===== src/rmr_pkg.sv =====
package rmr_pkg;

	// Port count and index width.
	localparam int NPORTS = 9;
	localparam int IDXW = 4;
	localparam int CNTW = 16;

	// Clock and hold-off times, in nanoseconds.
	localparam int CLK_PERIOD_NS = 40;
	localparam int HOLD_1900US_NS = 1900000;
	localparam int HOLD_460US_NS = 460000;
	localparam int HOLD_140US_NS = 140000;
	localparam int HOLD_33US_NS = 33000;
	localparam int HOLD_9US_NS = 9000;
	localparam int HOLD_7US_NS = 7000;

	// Hold-off times as clock cycles.
	localparam int HOLD_1900US_CYC = HOLD_1900US_NS / CLK_PERIOD_NS;
	localparam int HOLD_460US_CYC = HOLD_460US_NS / CLK_PERIOD_NS;
	localparam int HOLD_140US_CYC = HOLD_140US_NS / CLK_PERIOD_NS;
	localparam int HOLD_33US_CYC = HOLD_33US_NS / CLK_PERIOD_NS;
	localparam int HOLD_9US_CYC = HOLD_9US_NS / CLK_PERIOD_NS;
	localparam int HOLD_7US_CYC = HOLD_7US_NS / CLK_PERIOD_NS;

	// Delay select codes, bit 0 is delay_select_0.
	localparam logic [3:0] SEL_1900US = 4'h0;
	localparam logic [3:0] SEL_460US = 4'h1;
	localparam logic [3:0] SEL_140US = 4'h2;
	localparam logic [3:0] SEL_33US = 4'h4;
	localparam logic [3:0] SEL_9US = 4'h8;
	localparam logic [3:0] SEL_7US = 4'hc;

	// Register byte offsets.
	localparam logic [7:0] REG_CTRL = 8'h00;
	localparam logic [7:0] REG_STATUS = 8'h04;
	localparam logic [7:0] REG_SELECT = 8'h08;

	// Field positions and reset values.
	localparam int CTRL_ENABLE_BIT = 0;
	localparam logic [31:0] CTRL_RESET = 32'h0000_0001;
	localparam int STAT_BUSY_BIT = 0;
	localparam int STAT_SRC_LSB = 4;
	localparam int STAT_ACT_LSB = 16;

	// Line level while nobody drives: mark, logic one.
	localparam logic LINE_IDLE = 1'b1;

	typedef enum logic [0:0] {
		ST_LISTEN,
		ST_REPEAT
	} rmr_state_t;

endpackage


===== src/rmr_repeater.sv =====
// Notes on behaviour
// Nine equal ports; data from the active port goes to all others.
// Line levels pass through logic with no character storage.
// The port whose start is seen first becomes the sole source.
// With a source chosen, all other drivers are on and carry its data.
// Drivers stay on after the last byte for the hold-off delay.
// At expiry all ports return to receive and wait for a new start.
// Four static select inputs choose the hold-off delay.
// Codes give 1.9 ms, 460 us, 140 us, 33 us, 9 us and 7 us.
// The installer matches the delay to the line rate.
// Each port has an activity output, high while it is receiving; here the source's stays high until the hold-off expires.
// Source idle ends reception; renewed activity restarts the delay.
// After reset drivers are off, ports receive, no source is chosen.
//
// The AHB-Lite register port and the register offsets were chosen for this implementation.
module rmr_repeater
	import rmr_pkg::*;
#(
	parameter int HOLD_LONG_CYC = HOLD_1900US_CYC,
	parameter int HOLD_DEF_CYC = HOLD_460US_CYC
)
(
	input wire logic hclk,
	input wire logic hresetn,
	input wire logic hsel,
	input wire logic [31:0] haddr,
	input wire logic [1:0] htrans,
	input wire logic hwrite,
	input wire logic [2:0] hsize,
	input wire logic [31:0] hwdata,
	input wire logic hready,
	output logic [31:0] hrdata,
	output logic hreadyout,
	output logic hresp,
	input wire logic [NPORTS-1:0] line_in,
	output logic [NPORTS-1:0] line_out,
	output logic [NPORTS-1:0] line_oe,
	output logic [NPORTS-1:0] activity,
	input wire logic delay_select_0,
	input wire logic delay_select_1,
	input wire logic delay_select_2,
	input wire logic delay_select_3
);

	// Lowest-numbered low line; only meaningful when some line is low.
	function automatic logic [IDXW-1:0] first_low(
		input logic [NPORTS-1:0] v);
		logic [IDXW-1:0] r;
		r = '0;
		for (int i = NPORTS - 1; i >= 0; i--) begin
			if (v[i] != LINE_IDLE) begin
				r = IDXW'(i);
			end
		end
		return r;
	endfunction

	function automatic logic [NPORTS-1:0] port_bit(
		input logic [IDXW-1:0] idx);
		logic [NPORTS-1:0] r;
		r = '0;
		for (int i = 0; i < NPORTS; i++) begin
			r[i] = (idx == IDXW'(i));
		end
		return r;
	endfunction

	// Unlisted select codes fall back to the default 460 us.
	function automatic logic [CNTW-1:0] sel_limit(input logic [3:0] s);
		case (s)
			SEL_1900US: sel_limit = CNTW'(HOLD_LONG_CYC);
			SEL_460US: sel_limit = CNTW'(HOLD_DEF_CYC);
			SEL_140US: sel_limit = CNTW'(HOLD_140US_CYC);
			SEL_33US: sel_limit = CNTW'(HOLD_33US_CYC);
			SEL_9US: sel_limit = CNTW'(HOLD_9US_CYC);
			SEL_7US: sel_limit = CNTW'(HOLD_7US_CYC);
			default: sel_limit = CNTW'(HOLD_DEF_CYC);
		endcase
	endfunction

	logic [3:0] delay_sel;
	logic [CNTW-1:0] hold_limit;
	logic hold_done;
	logic [CNTW-1:0] hold_count;
	logic src_low;
	logic busy;
	rmr_state_t state_q, state_d;
	logic [IDXW-1:0] src_q, src_d;
	logic [NPORTS-1:0] out_q, out_d, oe_q, oe_d, act_q, act_d;
	logic [NPORTS-1:0] lin_q, lin_d;
	logic [31:0] ctrl_q, ctrl_d, rdata_q, rdata_d;
	logic wpend_q, wpend_d;
	logic [7:0] waddr_q, waddr_d;

	// Static select inputs are decoded every cycle.
	assign delay_sel = {delay_select_3, delay_select_2,
		delay_select_1, delay_select_0};
	assign hold_limit = sel_limit(delay_sel);
	assign busy = (state_q == ST_REPEAT);
	assign src_low = (line_in[src_q] != LINE_IDLE);

	// Source low restarts the hold-off; idle cycles count it up to the limit.
	rmr_hold_timer u_hold (
		.hclk(hclk),
		.hresetn(hresetn),
		.run(busy),
		.restart(src_low),
		.limit(hold_limit),
		.done(hold_done),
		.count(hold_count)
	);

	// Arbitration and turnaround; same-cycle starts go to lowest index.
	always_comb begin
		state_d = state_q;
		src_d = src_q;
		case (state_q)
			ST_LISTEN: begin
				if (ctrl_q[CTRL_ENABLE_BIT] && (~line_in != '0)) begin
					state_d = ST_REPEAT;
					src_d = first_low(line_in);
				end
			end
			ST_REPEAT: begin
				if (hold_done) begin
					state_d = ST_LISTEN;
				end
			end
			default: state_d = ST_LISTEN;
		endcase
	end

	// Line outputs follow the source level with one flop of latency,
	// so a bit is delayed by one clock and never stored longer.
	always_comb begin
		lin_d = line_in; // Sampled levels for the checks below.
		if (state_d == ST_REPEAT) begin
			oe_d = ~port_bit(src_d);
			out_d = {NPORTS{line_in[src_d]}} | port_bit(src_d);
			act_d = port_bit(src_d);
		end else begin
			oe_d = '0;
			out_d = {NPORTS{LINE_IDLE}};
			act_d = '0;
		end
	end

	always_ff @(posedge hclk or negedge hresetn) begin
		if (!hresetn) begin
			state_q <= ST_LISTEN;
			src_q <= '0;
			oe_q <= '0;
			out_q <= '1;
			act_q <= '0;
			lin_q <= {NPORTS{LINE_IDLE}};
		end else begin
			state_q <= state_d;
			src_q <= src_d;
			oe_q <= oe_d;
			out_q <= out_d;
			act_q <= act_d;
			lin_q <= lin_d;
		end
	end

	// Bus slave: zero wait states, read data prepared in address phase.
	always_comb begin
		logic take;
		take = hsel && hready && htrans[1];
		wpend_d = take && hwrite;
		waddr_d = take ? haddr[7:0] : waddr_q;
		ctrl_d = ctrl_q;
		rdata_d = rdata_q;
		if (wpend_q && waddr_q == REG_CTRL) begin
			ctrl_d = {31'h0000_0000, hwdata[CTRL_ENABLE_BIT]};
		end
		if (take && !hwrite) begin
			case (haddr[7:0])
				// A write still in its data phase is forwarded, so a
				// back-to-back read does not return the stale value.
				REG_CTRL: rdata_d = ctrl_d;
				REG_STATUS: begin
					rdata_d = '0;
					rdata_d[STAT_BUSY_BIT] = busy;
					rdata_d[STAT_SRC_LSB +: IDXW] = src_q;
					rdata_d[STAT_ACT_LSB +: NPORTS] = act_q;
				end
				REG_SELECT: rdata_d = {28'h000_0000, delay_sel};
				default: rdata_d = '0;
			endcase
		end
	end

	always_ff @(posedge hclk or negedge hresetn) begin
		if (!hresetn) begin
			ctrl_q <= CTRL_RESET;
			rdata_q <= '0;
			wpend_q <= 1'b0;
			waddr_q <= '0;
		end else begin
			ctrl_q <= ctrl_d;
			rdata_q <= rdata_d;
			wpend_q <= wpend_d;
			waddr_q <= waddr_d;
		end
	end

	assign hrdata = rdata_q;
	assign hreadyout = 1'b1;
	assign hresp = 1'b0;
	assign line_out = out_q;
	assign line_oe = oe_q;
	assign activity = act_q;
endmodule // rmr_repeater


===== src/rmr_hold_timer.sv =====
module rmr_hold_timer
	import rmr_pkg::*;
(
	input wire logic hclk,
	input wire logic hresetn,
	input wire logic run,
	input wire logic restart,
	input wire logic [CNTW-1:0] limit,
	output logic done,
	output logic [CNTW-1:0] count
);

	logic [CNTW-1:0] cnt_q;
	logic [CNTW-1:0] cnt_d;

	// Counts idle cycles; source activity (restart) or a stop clears the count.
	always_comb begin
		cnt_d = cnt_q;
		if (!run || restart) begin
			cnt_d = '0;
		end else if (cnt_q != limit) begin
			cnt_d = cnt_q + 16'h0001;
		end
	end

	always_ff @(posedge hclk or negedge hresetn) begin
		if (!hresetn) begin
			cnt_q <= '0;
		end else begin
			cnt_q <= cnt_d;
		end
	end

	// Done when the count is about to reach the limit this cycle.
	assign done = run && !restart && (cnt_q == limit - 16'h0001);
	assign count = cnt_q;

endmodule // rmr_hold_timer


===== config.mk =====
export PLATFORM = sky130hd
export DESIGN_NAME = rmr_repeater
export DESIGN_NICKNAME = d
export VERILOG_FILES = /design/src/rmr_pkg.sv /design/src/rmr_repeater.sv /design/src/rmr_hold_timer.sv
export SDC_FILE = /design/constraint.sdc
export NUM_CORES = 1
export LEC_CHECK = 0
export BUFFER_PORTS_ARGS = -buffer_cell sky130_fd_sc_hd__buf_2
export CAP_MARGIN = 15
export CORE_UTILIZATION = 49
export CTS_CLUSTER_DIAMETER = 200
export DETAILED_ROUTE_END_ITERATION = 7
export GPL_TIMING_DRIVEN = 0
export PLACE_DENSITY = 0.73
export SLEW_MARGIN = 20
export SYNTH_ARGS = -nofsm -noshare
export SYNTH_HDL_FRONTEND = slang
export SYNTH_HIERARCHICAL = 1
export SYNTH_SLANG_ARGS = --single-unit

===== constraint.sdc =====
create_clock -name hclk -period 8.5 [get_ports hclk]
set_clock_uncertainty 0.15 [all_clocks]
set_input_delay 0.425 -clock hclk [delete_from_list [all_inputs] [get_ports hclk]]
set_output_delay 0.425 -clock hclk [all_outputs]
set_load 0.01 [all_outputs]

==> summary.txt <==
Route
  • Initial DRC count: 417
  • Vias per cell: 5.38
  • Post-route ant nets: 0
  • Max layer used: met4
  • DR vias: 4,480
  • Pre-antenna DRT Iters: 6
  • Routed length on met1: 5890 µm
  • Met2 WL: 6590 µm
  • Routed WL: 13,200 µm
  • Drt wl/cell: 15.9 µm
  • DRC violations left: 20
  • WL met3: 556 µm

Global route
  • First-pass GRT wire length: 22,700 µm
  • Vias in the first global route: 4,590
  • Initial antenna violation count: 0
  • Largest net degree at the start of global routing: 81
  • Total track usage: 23.5%
  • Overflow left after global routing: 0

Timing
  • Max-slew violations: 0
  • Tmin final: 4300 ps
  • Setup-failing EPs final: 0
  • Relative slew slack: 48.9%
  • Max frequency: 232 MHz
  • RSZ-0062 raised after global routing: false
  • Final Hold Vio Count: 0
  • Setup TNS: 0 ps
  • Least-Margin Pin Slew: 766 ps
  • Tcrit/Tclk final: 50.6%

Pwr
  • Clock share of power: 50.3%
  • Cell leakage power: 3.30 nW
  • Sequential power share: 41.3%
  • Net switching power: 0.000340 W
  • VDD IR max: 0.106 mV
  • Power Total: 0.00149 W
  • Pwr dens: 210 nW/µm²
  • Comb pwr share: 8.4%
  • Internal: 0.00115 W
  • Net Sw Frac: 22.8%

Floorplan
  • Core Area: 11,500 µm²
  • Top Ports: 148
  • Die area: 12,300 µm²
  • Initial Util: 50.5%
  • Die Height: 111 µm
  • Row cnt: 39
  • Die X-Extent: 111 µm

Setup path
  • R2R depth: 15
  • CP Launch Type: primary input
  • Max incr delay on CP: 540 ps
  • Critical R2R Capture: activity[7]
  • Reg2reg setup slack: 4610 ps
  • CP Cell Sequence: buf_2 > nor2_1 > inv_1 > nor2_1 > inv_1 > or2_2 > buf_6 > nor4_4 > nand2_1 > o311ai_1 > o211ai_1 > or3_1 > and4bb_1 > inv_1 > a21oi_1 > inv_1 > nand2_1 > nor2_1
  • WS Path Type: primary input to register
  • CP Capture Type: register
  • Worst r2r src: src_q[0]
  • CP Max Fanout: 10
  • Most frequent CP cell: inv_1
  • Worst path arrival time: 4450 ps
  • Worst endpoint required time: 8650 ps
  • CP startpoint: delay_select_1
  • Slowest-stage cell, CP: a21oi_1

Flow run
  • Max-Cap Viols: 0

CTS
  • Post-cts repair resize count: 0
  • Max Root-Sink Buffers: 2
  • H-tree levels: 4
  • Clock slew at reported path FFs: 50 ps
  • CTS tree: built
  • CTS root buf: clkbuf_16
  • Worst skew pair latency: 420 ps
  • # clock sinks: 121
  • Cts bufs inserted: 17

Synthesis
  • Most used DFF post-synth: dfrtp_1
  • Synthesis Warnings: 6
  • Post-synth EDFFs: 0
  • Sequential share of the synthesized area: 52.2%
  • Library cells used by synthesis: 59
  • Gate Count Post-Synth: 568
  • Synthesis-stage register bit count: 121
  • Post-Synthesis Cell Area: 5820 µm²
  • Synth async-reset ratio: 100%
  • Mean Syn Cell Area: 10.2 µm²

Cells and area
  • Most frequent cells in the layout: 111 x dfrtp_1, 89 x buf_2, 73 x nand2_1
  • Footprint of the multi-input gates: 2540 µm²
  • Share of cells above drive strength 1: 24.5%
  • Most common cell after layout, fill and taps aside: dfrtp_1
  • Core Util, Final: 61.6%
  • Area delta synth->final: 21.9%
  • Register area: 3040 µm²
  • N_diodes: 0
  • Final nets: 765
  • Fill count: 930

Hold path
  • Worst hold start: haddr[1]
  • Hold crit path type: primary input to register
  • Hold Path Sink: waddr_q[1]
  • Worst hold path depth: 2

Placed design
  • Final GP Congestion: 0.830
  • PortBufs: 85
  • Post-DP HPWL: 9460 µm

Status
  • Failing checks: design-rule violations
  • Status: finished, violations left
-- metal layers --
layer / vias to the layer above / track usage (%)
met5: - / 0
met4: 0 / 6.94
met1: 2183 / 30.1
met2: 116 / 39.5
li1: 2165 / -
met3: 16 / 5.74
-- worst max-delay path by stage --
stage / endpoint / depth (start not counted)
after global routing: activity[3] / 18
after detailed placement: activity[6] / 18
final: activity[7] / 18
after floorplan: activity[0] / 17
after CTS: activity[7] / 18
after global placement: activity[2] / 18
-- worst max-delay path, delay by kind of cell --
family          cells  cell delay [ps]
compound gates      3              980
simple gates        9             2330
buf+inv             6              720
-- kinds of logic after synthesis --
family / Yosys count / synth area share [%]
buf+inv: 53 / 4.30
simple gates: 231 / 21.4
xor+xnor: 28 / 4.21
fa+ha+maj: 2 / 0.430
mux: 35 / 7.20
other cells: 2 / 0.129
compound gates: 96 / 10.1
flops: 121 / 52.2
-- registers in the layout (all words and copies together) (netlist names) --
signal / cells
activity: 9
busy: 1
ctrl_q: 32
hrdata: 32
line_oe: 9
line_out: 9
src_q: 4
u_hold/count: 16
waddr_q: 8
wpend_q: 1
-- repair_timing --
item	4_1_cts	5_1_grt
hold buffers	1	0
buffers inserted	0	0
endpoints found under the hold margin	41	0
setup endpoints to repair	0	0
-- power by group through the flow --
| stage | logic, W | clock network [W] | registers (W) |
|---|---|---|---|
| 3_5_place_dp | 0.000125 | 0 | 0.000625 |
| 3_3_place_gp | 0.000119 | 0 | 0.000624 |
| 6_report | 0.000125 | 0.000750 | 0.000616 |
| 4_1_cts | 0.000127 | 0.000755 | 0.000616 |
| 2_1_floorplan | 0.0000718 | 0 | 0.000627 |
| 5_1_grt | 0.000140 | 0.000786 | 0.000618 |
-- through the flow --
stage	hold WS, ps	instance area (µm²)	setup WS, ps	std cells
finish	105	7100	4200	832
global route	108	7100	3740	832
CTS	105	7100	4190	832
detailed placement	214	6470	3770	799
global placement	307	6430	3820	798
floorplan	-20.6	5830	4530	570
-- layout make-up --
type,instances,area share [%]
Sequential cell,121,42.8
Multi-Input combinational cell,396,35.7
Timing Repair Buffer,87,6.61
Clock buffer,21,6.35
Tap cell,143,2.52
Buffer,33,2.47
Clock inverter,11,2.41
Inverter,20,1.06
-- cell usage after synthesis, drive strengths merged (3+ instances only) --
cell type / n / area, µm²
nor3: 8 / 50.1
buf: 13 / 100
and3: 3 / 18.8
dfrtp: 111 / 2780
dfstp: 10 / 263
inv: 20 / 75.1
mux2i: 19 / 194
xnor2: 10 / 87.6
nand3: 14 / 70.1
mux4: 4 / 90.1
xor2: 18 / 158
clkbuf: 20 / 75.1
mux2: 12 / 135
a22oi: 4 / 43.8
or3: 8 / 50.1
nand4: 9 / 56.3
nor4: 9 / 101
a21oi: 24 / 124
nor2: 38 / 143
nand4b: 4 / 50.1
and2: 35 / 219
nand2: 73 / 274
o21ai: 46 / 230
nor2b: 5 / 31.3
nand2b: 12 / 75.1
o211ai: 6 / 50.1
or4: 5 / 41.3
Note: power is estimated with default switching activity, not from simulation.
